**src/design/scs_clock_defs.vh**
```
`ifndef SCS_CLOCK_DEFS_VH
`define SCS_CLOCK_DEFS_VH

// register offsets
`define SCS_ADDR_W 8
`define SCS_OFF_PWR_CTRL 8'h0c
`define SCS_OFF_CLK_CTRL 8'h0e

// clock_control_register fields
`define SCS_CK_DIV_LO 0
`define SCS_CK_DIV_HI 2
`define SCS_CK_RACT_BIT 5
`define SCS_CK_RSEL_BIT 6
// power_control_register fields
`define SCS_PW_HF_OSCILLATOR_DISABLE_BIT 0

// reset values
`define SCS_DIV_RESET 3'h0
`define SCS_HF_OSCILLATOR_DISABLE_RESET 1'h0

// divider encodings
`define SCS_DIV_1 3'h0
`define SCS_DIV_2 3'h1
`define SCS_DIV_4 3'h2
`define SCS_DIV_8 3'h3
`define SCS_DIV_CNT_W 8
`define SCS_LIM_1 8'h00
`define SCS_LIM_2 8'h01
`define SCS_LIM_4 8'h03
`define SCS_LIM_8 8'h07
`define SCS_LIM_256 8'hff

// ring cycles before a switch to ring takes effect
`define SCS_RING_SWITCH_CYC 4'ha
`define SCS_RING_CNT_W 4
// default hf warmup length in hf cycles
`define SCS_HF_WARMUP_DEF 65536
`define SCS_HF_CNT_W 20

`endif

```
**src/design/scs_edge_sync.v**
```verilog
// two-stage synchroniser plus rising edge detect for a slow clock or level
module scs_edge_sync (
  // clock and reset
  input wire clk,
  input wire rst,
  // async input
  input wire asyncIn,
  // synchronised level and rising edge pulse
  output wire syncLevel,
  output wire risePulse
);
  reg meta_reg;
  reg sync_reg;
  reg prev_reg;

  always @(posedge clk or posedge rst) begin
    if (rst) begin
      meta_reg <= 1'b0;
      sync_reg <= 1'b0;
      prev_reg <= 1'b0;
    end else begin
      meta_reg <= asyncIn;
      sync_reg <= meta_reg;
      prev_reg <= sync_reg;
    end
  end

  assign syncLevel = sync_reg;
  assign risePulse = sync_reg & ~prev_reg;
endmodule // scs_edge_sync

```
**src/design/scs_clock_select.v**
```verilog
`include "scs_clock_defs.vh"

// Functional notes
// - one system clock enable, from hf source or ring oscillator
// - divider 000/001/010/011 give hf /1,/2,/4,/8; top bit set gives /256; ring is never divided
// - after power-on reset run from ring until hf warmup completes
// - no hf warmup completion means ring stays selected forever
// - setting ring_select moves clock to ring after 10 ring cycles
// - ring_active_status bit 5 reads 1 while ring supplies clock
// - clearing ring_select keeps ring until hf warmup completes
// - only power-on reset clears ring_select; stop and other resets keep it
// - stop exit with ring selected waits 10 ring cycles before running
// - hf_oscillator_disable bit 0 stops the hf oscillator, reset 0
module scs_clock_select #(
  parameter HF_WARMUP_CYC = `SCS_HF_WARMUP_DEF
) (
  // clock and resets
  input wire clk,
  input wire rst,
  input wire sysRst,
  // register port
  input wire [`SCS_ADDR_W-1:0] regAddr,
  input wire [15:0] regWrData,
  input wire regWrStb,
  input wire regRdStb,
  output reg [15:0] regRdData,
  // oscillator pins and status
  input wire hfOscClk,
  input wire ringOscClk,
  input wire stopMode,
  // oscillator control
  output reg hfOscDisable,
  // system clock enable and execution gate
  output reg sysClkEn,
  output reg runEnable,
  output reg ringActiveStatus
);
  localparam ST_RING_WAIT = 2'h0;
  localparam ST_RING = 2'h1;
  localparam ST_HF = 2'h2;
  localparam ST_STOP = 2'h3;
  // last count value of the warmup, cut to the counter width on purpose
  localparam [`SCS_HF_CNT_W-1:0] WARM_LAST = HF_WARMUP_CYC - 1;

  reg [1:0] state_reg, state_next;
  reg ringSelect_reg;
  reg [2:0] divSel_reg;
  reg [`SCS_RING_CNT_W-1:0] ringCnt_reg, ringCnt_next;
  reg [`SCS_HF_CNT_W-1:0] hfCnt_reg;
  reg hfWarm_reg;
  reg [`SCS_DIV_CNT_W-1:0] divCnt_reg;
  reg hfPending_reg;
  reg ringPending_reg;
  wire hfSync, hfRise, ringSync, ringRise, stopSync, stopRise;
  wire [`SCS_DIV_CNT_W-1:0] divLimit;
  wire wrClk = regWrStb && regAddr == `SCS_OFF_CLK_CTRL;
  wire wrPwr = regWrStb && regAddr == `SCS_OFF_PWR_CTRL;

  function [`SCS_DIV_CNT_W-1:0] div_limit;
    input [2:0] sel;
    begin
      if (sel[2]) begin
        div_limit = `SCS_LIM_256;
      end else begin
        case (sel)
          `SCS_DIV_1: div_limit = `SCS_LIM_1;
          `SCS_DIV_2: div_limit = `SCS_LIM_2;
          `SCS_DIV_4: div_limit = `SCS_LIM_4;
          `SCS_DIV_8: div_limit = `SCS_LIM_8;
          default: div_limit = `SCS_LIM_1;
        endcase
      end
    end
  endfunction

  assign divLimit = div_limit(divSel_reg);

  scs_edge_sync uHfSync (
    .clk(clk),
    .rst(rst),
    .asyncIn(hfOscClk),
    .syncLevel(hfSync),
    .risePulse(hfRise)
  );

  scs_edge_sync uRingSync (
    .clk(clk),
    .rst(rst),
    .asyncIn(ringOscClk),
    .syncLevel(ringSync),
    .risePulse(ringRise)
  );

  scs_edge_sync uStopSync (
    .clk(clk),
    .rst(rst),
    .asyncIn(stopMode),
    .syncLevel(stopSync),
    .risePulse(stopRise)
  );

  // registers; rst is power-on reset, sysRst leaves ring_select alone
  always @(posedge clk or posedge rst) begin
    if (rst) begin
      ringSelect_reg <= 1'b0;
      divSel_reg <= `SCS_DIV_RESET;
      hfOscDisable <= `SCS_HF_OSCILLATOR_DISABLE_RESET;
    end else if (sysRst) begin
      divSel_reg <= `SCS_DIV_RESET;
      hfOscDisable <= `SCS_HF_OSCILLATOR_DISABLE_RESET;
    end else begin
      if (wrClk) begin
        ringSelect_reg <= regWrData[`SCS_CK_RSEL_BIT];
        divSel_reg <= regWrData[`SCS_CK_DIV_HI:`SCS_CK_DIV_LO];
      end
      // software must only set this with ring selected and active
      if (wrPwr) begin
        hfOscDisable <= regWrData[`SCS_PW_HF_OSCILLATOR_DISABLE_BIT];
      end
    end
  end

  // hf warmup counter; restarts while the oscillator is off or in stop
  always @(posedge clk or posedge rst) begin
    if (rst) begin
      hfCnt_reg <= {`SCS_HF_CNT_W{1'b0}};
      hfWarm_reg <= 1'b0;
    end else if (hfOscDisable || stopSync) begin
      hfCnt_reg <= {`SCS_HF_CNT_W{1'b0}};
      hfWarm_reg <= 1'b0;
    end else if (hfRise && !hfWarm_reg) begin
      // no crystal means no edges, so warmup never ends
      if (hfCnt_reg == WARM_LAST) begin
        hfWarm_reg <= 1'b1;
      end
      hfCnt_reg <= hfCnt_reg + 1'b1;
    end
  end

  // source state machine
  always @* begin
    state_next = state_reg;
    ringCnt_next = ringCnt_reg;
    case (state_reg)
      ST_RING_WAIT: begin
        if (ringRise) begin
          if (ringCnt_reg == `SCS_RING_SWITCH_CYC - 1'b1) begin
            state_next = ST_RING;
            ringCnt_next = {`SCS_RING_CNT_W{1'b0}};
          end else begin
            ringCnt_next = ringCnt_reg + 1'b1;
          end
        end
      end
      ST_RING: begin
        if (stopSync) begin
          state_next = ST_STOP;
        end else if (!ringSelect_reg && hfWarm_reg) begin
          state_next = ST_HF;
        end
      end
      ST_HF: begin
        if (stopSync) begin
          state_next = ST_STOP;
        end else if (ringSelect_reg && ringRise) begin
          if (ringCnt_reg == `SCS_RING_SWITCH_CYC - 1'b1) begin
            state_next = ST_RING;
            ringCnt_next = {`SCS_RING_CNT_W{1'b0}};
          end else begin
            ringCnt_next = ringCnt_reg + 1'b1;
          end
        end else if (!ringSelect_reg) begin
          ringCnt_next = {`SCS_RING_CNT_W{1'b0}};
        end
      end
      ST_STOP: begin
        if (!stopSync) begin
          ringCnt_next = {`SCS_RING_CNT_W{1'b0}};
          // ring selection survives stop; hf path needs a fresh warmup
          state_next = ST_RING_WAIT;
        end
      end
      default: begin
        state_next = ST_RING_WAIT;
      end
    endcase
  end

  always @(posedge clk or posedge rst) begin
    if (rst) begin
      state_reg <= ST_RING_WAIT;
      ringCnt_reg <= {`SCS_RING_CNT_W{1'b0}};
    end else begin
      state_reg <= state_next;
      ringCnt_reg <= ringCnt_next;
    end
  end

  // clock enable; a change of source waits for a fresh edge of the new
  // source and drops the half-finished divided pulse of the old one
  always @(posedge clk or posedge rst) begin
    if (rst) begin
      divCnt_reg <= {`SCS_DIV_CNT_W{1'b0}};
      sysClkEn <= 1'b0;
      runEnable <= 1'b0;
      ringActiveStatus <= 1'b1;
      hfPending_reg <= 1'b0;
      ringPending_reg <= 1'b0;
    end else begin
      ringActiveStatus <= (state_next != ST_HF);
      runEnable <= (state_next == ST_RING || state_next == ST_HF);
      sysClkEn <= 1'b0;
      if (state_next == ST_HF) begin
        ringPending_reg <= 1'b0;
        if (state_reg != ST_HF) begin
          hfPending_reg <= 1'b1;
          divCnt_reg <= {`SCS_DIV_CNT_W{1'b0}};
        end else if (hfRise) begin
          hfPending_reg <= 1'b0;
          if (hfPending_reg || divCnt_reg >= divLimit) begin
            divCnt_reg <= {`SCS_DIV_CNT_W{1'b0}};
            sysClkEn <= !hfPending_reg || divLimit == `SCS_LIM_1;
          end else begin
            divCnt_reg <= divCnt_reg + 1'b1;
          end
        end
      end else if (state_next == ST_RING) begin
        divCnt_reg <= {`SCS_DIV_CNT_W{1'b0}};
        hfPending_reg <= 1'b0;
        if (state_reg != ST_RING) begin
          ringPending_reg <= 1'b1;
        end else if (ringRise) begin
          ringPending_reg <= 1'b0;
          sysClkEn <= !ringPending_reg;
        end
      end else begin
        divCnt_reg <= {`SCS_DIV_CNT_W{1'b0}};
        hfPending_reg <= 1'b0;
        ringPending_reg <= 1'b0;
      end
    end
  end

  // read data, valid the cycle after the strobe
  always @(posedge clk or posedge rst) begin
    if (rst) begin
      regRdData <= 16'h0000;
    end else begin
      regRdData <= 16'h0000;
      if (regRdStb) begin
        if (regAddr == `SCS_OFF_CLK_CTRL) begin
          regRdData[`SCS_CK_DIV_HI:`SCS_CK_DIV_LO] <= divSel_reg;
          regRdData[`SCS_CK_RACT_BIT] <= ringActiveStatus;
          regRdData[`SCS_CK_RSEL_BIT] <= ringSelect_reg;
        end else if (regAddr == `SCS_OFF_PWR_CTRL) begin
          regRdData[`SCS_PW_HF_OSCILLATOR_DISABLE_BIT] <= hfOscDisable;
        end
      end
    end
  end

  wire unusedSync = hfSync ^ ringSync ^ stopRise;
endmodule // scs_clock_select

```
**config.mk**
```make
export PLATFORM = sky130hd
export DESIGN_NAME = scs_clock_select
export DESIGN_NICKNAME = d
export VERILOG_FILES = /design/src/design/scs_edge_sync.v /design/src/design/scs_clock_select.v
export VERILOG_INCLUDE_DIRS = /design/src /design/src/design
export SDC_FILE = /design/constraint.sdc
export NUM_CORES = 1
export LEC_CHECK = 0
export BUFFER_PORTS_ARGS = -buffer_cell sky130_fd_sc_hd__buf_2
export CAP_MARGIN = 10
export CORE_MARGIN = 3
export CORE_UTILIZATION = 30
export DETAILED_ROUTE_END_ITERATION = 10
export GPL_ROUTABILITY_DRIVEN = 0
export HOLD_SLACK_MARGIN = 0.02
export PLACE_DENSITY_LB_ADDON = 0.05
export SYNTH_ARGS = -nofsm -noshare
export SYNTH_HDL_FRONTEND = slang
export SYNTH_SLANG_ARGS = --single-unit
```
**constraint.sdc**
```tcl
create_clock -name clk -period 2.82 [get_ports clk]
set_input_delay 0.282 -clock clk [delete_from_list [all_inputs] [get_ports clk]]
set_output_delay 0.282 -clock clk [all_outputs]
set_load 0.01 [all_outputs]
```
Word-level counts from Yosys, hierarchy flattened

Cells that the tools add are included.

Logic and storage cells: 125
Register bits after elaboration: 58
Bits of input ports: 32
Output and inout port bits: 20

Order comparisons: 1
$add $sub $neg: 3
Bitwise logic cells: 5
Mux-type cells: 50
Reduce and logical (&&, ||, !) cells: 23
Eq/ne operators: 21

Operators with widths:

| operator                                               | number |
|---|---|
| two-way mux 20 bit                                     | 2 |
| two-way mux 8 bit                                      | 5 |
| two-way mux 4 bit                                      | 6 |
| two-way mux 1 bit                                      | 21 |
| adder 20 x 1 -> 20 bit (second input constant)         | 1 |
| equality test 20 x 16 -> 1 bit (second input constant) | 1 |
| two-way mux 2 bit                                      | 10 |
| equality test 8 x 4 -> 1 bit (second input constant)   | 2 |
| one-hot mux 4 bit (3 select lines)                     | 1 |
| != test 2 bit (second input constant)                  | 5 |
| two-way mux 3 bit                                      | 3 |
| one-hot mux 3 bit (3 select lines)                     | 1 |
| adder 8 x 1 -> 8 bit (second input constant)           | 1 |
| >= comparator 8 bit                                    | 1 |
| zero test 8 bit                                        | 1 |
| one-hot mux 2 bit (4 select lines)                     | 1 |
| nonzero test 2 bit                                     | 4 |
| equality test 2 bit (second input constant)            | 3 |
| equality test 3 x 2 -> 1 bit (second input constant)   | 2 |
| logical AND 1 bit                                      | 5 |
| AND reduction 5 bit                                    | 1 |
| adder 4 x 1 -> 4 bit (second input constant)           | 1 |
| equality test 2 x 1 -> 1 bit (second input constant)   | 2 |
| equality test 4 bit (second input constant)            | 1 |
| 12 further kinds                                       | 22 |

Depth between registers and ports, before layout

Depth after elaboration: 9
Depth in mapped cells: 13
Mapped depth without buffers: 11

By module

From an unflattened synthesis, not the netlist that was laid out.

Cells, all modules: 301
Area, all modules: 3076.7 um2

By module, submodules not included:

| module           | cells each | times used | seq. area each (um2) | area an instance (um2) |
|---|---|---|---|---|
| scs_clock_select | 286        | 1          | 1252.5               | 2798.9 |
| scs_edge_sync    | 5          | 3          | 75.1                 | 92.6 |

Least setup slack after synthesis

OpenSTA, ideal clock, no wires.

Kind: reg-to-reg
From: register uRingSync.prev_reg
To: register divCnt_reg[6]
Arrival: 2.511 ns
Clock period less this slack: 2.577 ns
Path buffers: 2
Setup time: 0.066 ns
Stages on the path, launching flop included: 14
Data required time: 2.754 ns
Slack: 0.243 ns
Cell sequence: dfrtp_1 -> nand2b_1 -> clkbuf_1 -> or4_1 -> o21ai_0 -> o21a_1 -> o32ai_1 -> ha_1 -> and3b_1 -> nor2b_1 -> clkbuf_1 -> nor2_1 -> mux2_2 -> a22o_1

Longest elaborated chain between the ends: 8
Elaborated cells between the ends (all ways): 10
Classes of those cells: 2 x eq/ne; 5 x mux; 2 x bitwise; 1 x reduce/logical

RTL lines:

| what                                                                  | RTL line               | RTL |
|---|---|---|
| from (decl)                                                           | scs_edge_sync.v:14     | `reg prev_reg;` |
| from (signal assigned)                                                | scs_edge_sync.v:24     | `prev_reg <= sync_reg;` |
| inverter 1 bit (*)                                                    | scs_edge_sync.v:29     | `assign risePulse = sync_reg & ~prev_reg;` |
| bitwise AND 1 bit (*)                                                 | scs_edge_sync.v:29     |  |
| logical AND 1 bit                                                     | scs_clock_select.v:165 | `end else if (ringSelect_reg && ringRise) begin` |
| two-way mux 2 bit                                                     | scs_clock_select.v:165 |  |
| two-way mux 2 bit                                                     | scs_clock_select.v:163 | `if (stopSync) begin` |
| one-hot mux 2 bit (4 select lines) (*)                                | scs_clock_select.v:144 | `case (state_reg)` |
| equality test 2 bit (*)                                               | scs_clock_select.v:213 | `if (state_next == ST_HF) begin` |
| != test 3 x 2 -> 1 bit (no line) or two-way mux 8 bit (tied branches) | -                      |  |
| to (signal assigned)                                                  | scs_clock_select.v:217 | `` divCnt_reg <= {`SCS_DIV_CNT_W{1'b0}}; `` |
| to (signal assigned)                                                  | scs_clock_select.v:221 | `` divCnt_reg <= {`SCS_DIV_CNT_W{1'b0}}; `` |
| to (signal assigned)                                                  | scs_clock_select.v:224 | `divCnt_reg <= divCnt_reg + 1'b1;` |
| to (decl)                                                             | scs_clock_select.v:51  | `` reg [`SCS_DIV_CNT_W-1:0] divCnt_reg; `` |

Every way passes the cells marked *; elsewhere a longest branch is shown, timed or not.
A chain may end at the register's enable or synchronous reset.

Worst setup path after layout

From: register uRingSync.prev_reg
To: register divCnt_reg[7]

Longest elaborated chain between the ends: 8
Elaborated cells between the ends (all ways): 10
Classes of those cells: 2 x eq/ne; 5 x mux; 2 x bitwise; 1 x reduce/logical

RTL lines:

| what                                                                  | RTL line               | RTL |
|---|---|---|
| inverter 1 bit (*)                                                    | scs_edge_sync.v:29     |  |
| bitwise AND 1 bit (*)                                                 | scs_edge_sync.v:29     |  |
| logical AND 1 bit                                                     | scs_clock_select.v:165 |  |
| two-way mux 2 bit                                                     | scs_clock_select.v:165 |  |
| two-way mux 2 bit                                                     | scs_clock_select.v:163 |  |
| one-hot mux 2 bit (4 select lines) (*)                                | scs_clock_select.v:144 |  |
| via state_next[1]                                                     | scs_clock_select.v:45  | `reg [1:0] state_reg, state_next;` |
| equality test 2 bit (*)                                               | scs_clock_select.v:213 |  |
| != test 3 x 2 -> 1 bit (no line) or two-way mux 8 bit (tied branches) | -                      |  |

The timed path passes the listed nets; every way through them passes the cells marked *.

==> out/summary.txt <==
STA
----------------------------------------------------------------------------------------
Unrepaired setup endpoints after global routing                                    false
Worst slew margin relative to its limit                                            0.580
Transition time at the pin with the least slew margin                             629 ps
Number of hold violations in the final report                                          0
Setup TNS                                                                           0 ps
Setup violators final                                                                  0
Fin Clk Skew                                                                     13.3 ps
Final count of pins violating max slew                                                 0
Final critical-path share of the clock period                                      0.922
Final worst path period need                                                     2600 ps
Fmax achieved                                                                    385 MHz

FINAL LAYOUT
----------------------------------------------------------------------------------------
Net count of the finished layout                                                     393
Total area of multi-input combinational cells                                   1430 µm²
Register Area                                                                   1450 µm²
Antenna fix cells                                                                      0
Non-filler instance count after layout                                               487
Flip-flop count of the largest register after layout                                  20
Proportion of layout cells with a drive suffix above 1                             0.184
Relative area change from synthesis to final layout                                17.8%
Number of filler instances in the final layout                                      1011

SETUP PATH
----------------------------------------------------------------------------------------
Startpoint type of the worst setup path                                        flip-flop
CP max stage cell                                                                  or4_1
Worst flop-to-flop path endpoint                                            divCnt_reg[7]$_DFFE_PP0P_
Kind of capture point of the worst setup path                                  flip-flop
Critical path, cell by cell                                                 nand2b_1 -> or4_1 -> a21oi_2 -> a211oi_1 -> o22a_1 -> ha_2 -> and3b_1 -> o2111ai_1 -> a31oi_2 -> buf_12 -> a21oi_1 -> o22ai_1
Critical Path RT                                                                 3030 ps
Kind of cell adding the most delay to the critical path                     compound AO/OA/AOI/OAI gates
Count of buffer and inverter cells on the critical path                                1
Worst Path Arrival                                                               2810 ps
Internal reg-to-reg setup slack                                                   220 ps
Crit path kind                                                                reg -> reg
Worst-path maximum fanout                                                              6
Delay of the slowest critical-path stage                                          510 ps
Worst r2r src                                                               uRingSync.prev_reg$_DFF_PP0_
R2r worst-path depth                                                                  12

SYNTH
----------------------------------------------------------------------------------------
Synth Area per Inst                                                             9.79 µm²
Most instantiated flip-flop cell in the synthesis netlist                        dfrtp_1
Most area-consuming cells after synthesis                                   dfrtp_1, ha_1, nor2_1
Summed instance area of the synthesized netlist                                 3030 µm²
Share of the yosys chip area belonging to registers                                0.480
Library cell with the highest instance count after synthesis                     dfrtp_1
Synthesis Warnings                                                                     0
Count of cell types in the netlist                                                    53
Yosys reg bits                                                                        58
Library cell occupying the most area in the post-synthesis netlist               dfrtp_1
Post-synth EDFFs                                                                       0
Share of flip-flops with an asynchronous set or reset                               1.00
Proportion of netlist area held by the largest area contributor                    0.471
Ranking of synthesized cells by instance count                              dfrtp_1, nor2_1, nand2_1
Cells after synthesis                                                                309

FLOW RUN
----------------------------------------------------------------------------------------
Number of maximum-capacitance constraint violations                                    0

DRT
----------------------------------------------------------------------------------------
Avg WL per Cell                                                                  13.2 µm
Via total after detailed routing                                                    2257
Starting DRT DRC Count                                                                91
Number of remaining DRC errors                                                         0
Vias per Instance                                                                   4.63
ANT nets after route                                                                   0
Total length of routed wires                                                     6440 µm
Number of search-and-repair iterations in the first detailed-routing pass              4

GLOBAL ROUTE
----------------------------------------------------------------------------------------
Wire length of the first global-routing pass                                    11000 µm
Initial antenna violation count                                                        0
Global router's overall resource usage                                             0.123
Via count of the first global-routing pass                                          2240
Final global-route overflow total                                                      0
Pin count of the biggest net entering global routing                                  30

CLOCKING
----------------------------------------------------------------------------------------
TritonCTS clock tree                                                                done
Cts repair resizes                                                                     0
Num CTS Buffers                                                                        9
Clock Sinks                                                                           58
H-tree levels                                                                          3
Number of buffers inserted by post-CTS setup repair                                    0
Clock latency on the worst-skew pair                                              340 ps
Clk pin slew, worst setup/hold paths                                               80 ps
CTS root buf                                                                    clkbuf_8
Maximum clock insertion buffer count                                                   2
Hold-fix buffers at CTS                                                                0

FLOORPLANNING
----------------------------------------------------------------------------------------
Overall die height                                                                106 µm
DIE WIDTH                                                                         106 µm
Effective utilization at floorplan                                                 0.310
Number of rows created at floorplan                                                   36
Total die area                                                                 11300 µm²
IO Count                                                                              52
Core area                                                                       9770 µm²

OUTCOME
----------------------------------------------------------------------------------------
Outcome                                                                        completed

POWER
----------------------------------------------------------------------------------------
Leak                                                                             1.61 nW
Power density normalized to cell area                                         628 nW/µm²
Worst ir drop on vdd                                                            0.334 mV

PLACEMENT
----------------------------------------------------------------------------------------
Number of buffers added on ports                                                      28
Detailed-placement wirelength estimate                                           4710 µm
Placed cell count                                                                    471

HOLD PATH
----------------------------------------------------------------------------------------
Hold crit path type                                                          in -> async

==> worst reg2reg max path: stages (launching register included) <==
cell and delay, ps:
dfrtp_1 370, nand2b_1 150, or4_1 510, a21oi_2 160
a211oi_1 70, o22a_1 200, ha_2 190, and3b_1 210
o2111ai_1 160, a31oi_2 100, buf_12 160, a21oi_1 120
o22ai_1 90
==> worst max-delay path by stage <==
stage	from	to	slack, ps	depth (start not counted)
global route	ringCnt_reg[2]$_DFFE_PP0P_	divCnt_reg[5]$_DFFE_PP0P_	9	11
global placement	uRingSync.prev_reg$_DFF_PP0_	divCnt_reg[7]$_DFFE_PP0P_	170	12
CTS	uRingSync.prev_reg$_DFF_PP0_	divCnt_reg[2]$_DFFE_PP0P_	180	11
floorplan	uRingSync.prev_reg$_DFF_PP0_	divCnt_reg[6]$_DFFE_PP0P_	240	13
finish	uRingSync.prev_reg$_DFF_PP0_	divCnt_reg[7]$_DFFE_PP0P_	220	12
detailed placement	uRingSync.prev_reg$_DFF_PP0_	divCnt_reg[2]$_DFFE_PP0P_	180	11
==> final cells by class <==
| type | count | share of cell area |
|---|---|---|
| clock inverter | 5 | 0.0218 |
| sequential | 58 | 0.407 |
| clock buffer | 11 | 0.0396 |
| multi-input combinational | 223 | 0.400 |
| inverter | 18 | 0.0189 |
| tap | 133 | 0.0467 |
| timing repair buffer | 39 | 0.0660 |
==> logic make-up after synthesis <==
family	synth area share
xor+xnor	0.0521
fa+ha+maj	0.0496
mux	0.0240
flops	0.480
compound gates	0.131
buf+inv	0.0637
other cells	0.00124
simple gates	0.198
==> metal layers <==
metal | wire length (µm) | track usage | vias to the layer above
met3 | 330 | 0.0340 | 7
li1 | - | - | 1142
met1 | 3230 | 0.167 | 1056
met5 | 0 | 0 | -
met2 | 2820 | 0.188 | 52
met4 | 70 | 0.0438 | 0
==> report_power, final <==
part / internal [mW] / switching [mW] / leakage [nW]
clock: 0.519 / 0.330 / 0.109
combinational: 0.191 / 0.251 / 0.722
sequential: 0.895 / 0.0535 / 0.779
==> per-stage QoR <==
step                cell area [µm²]  total power [mW]  hold slack [ps]  worst slack [ps]   util
detailed placement             3340              1.40              335               184  0.342
global route                   3570              2.39             35.2              9.38  0.365
finish                         3570              2.24             22.8               221  0.365
CTS                            3560              2.28             38.6               177  0.364
floorplan                      3060              1.26              313               243      -
global placement               3340              1.41              333               170  0.342
==> layout by cell type, fill, tap and decap left out, types with 5 or more instances in the layout <==
master / instances
ha_1: 11
inv_1: 17
xor2_1: 14
mux2i_1: 5
clkbuf_8: 10
a21oi_1: 13
nand3_1: 12
conb_1: 11
nor2_1: 38
o22ai_1: 6
nand2b_1: 7
dfrtp_1: 57
and3_1: 6
nand4_1: 13
buf_4: 10
buf_2: 28
nand2_1: 19
o21ai_0: 12
(Power assumes the default switching activity.)
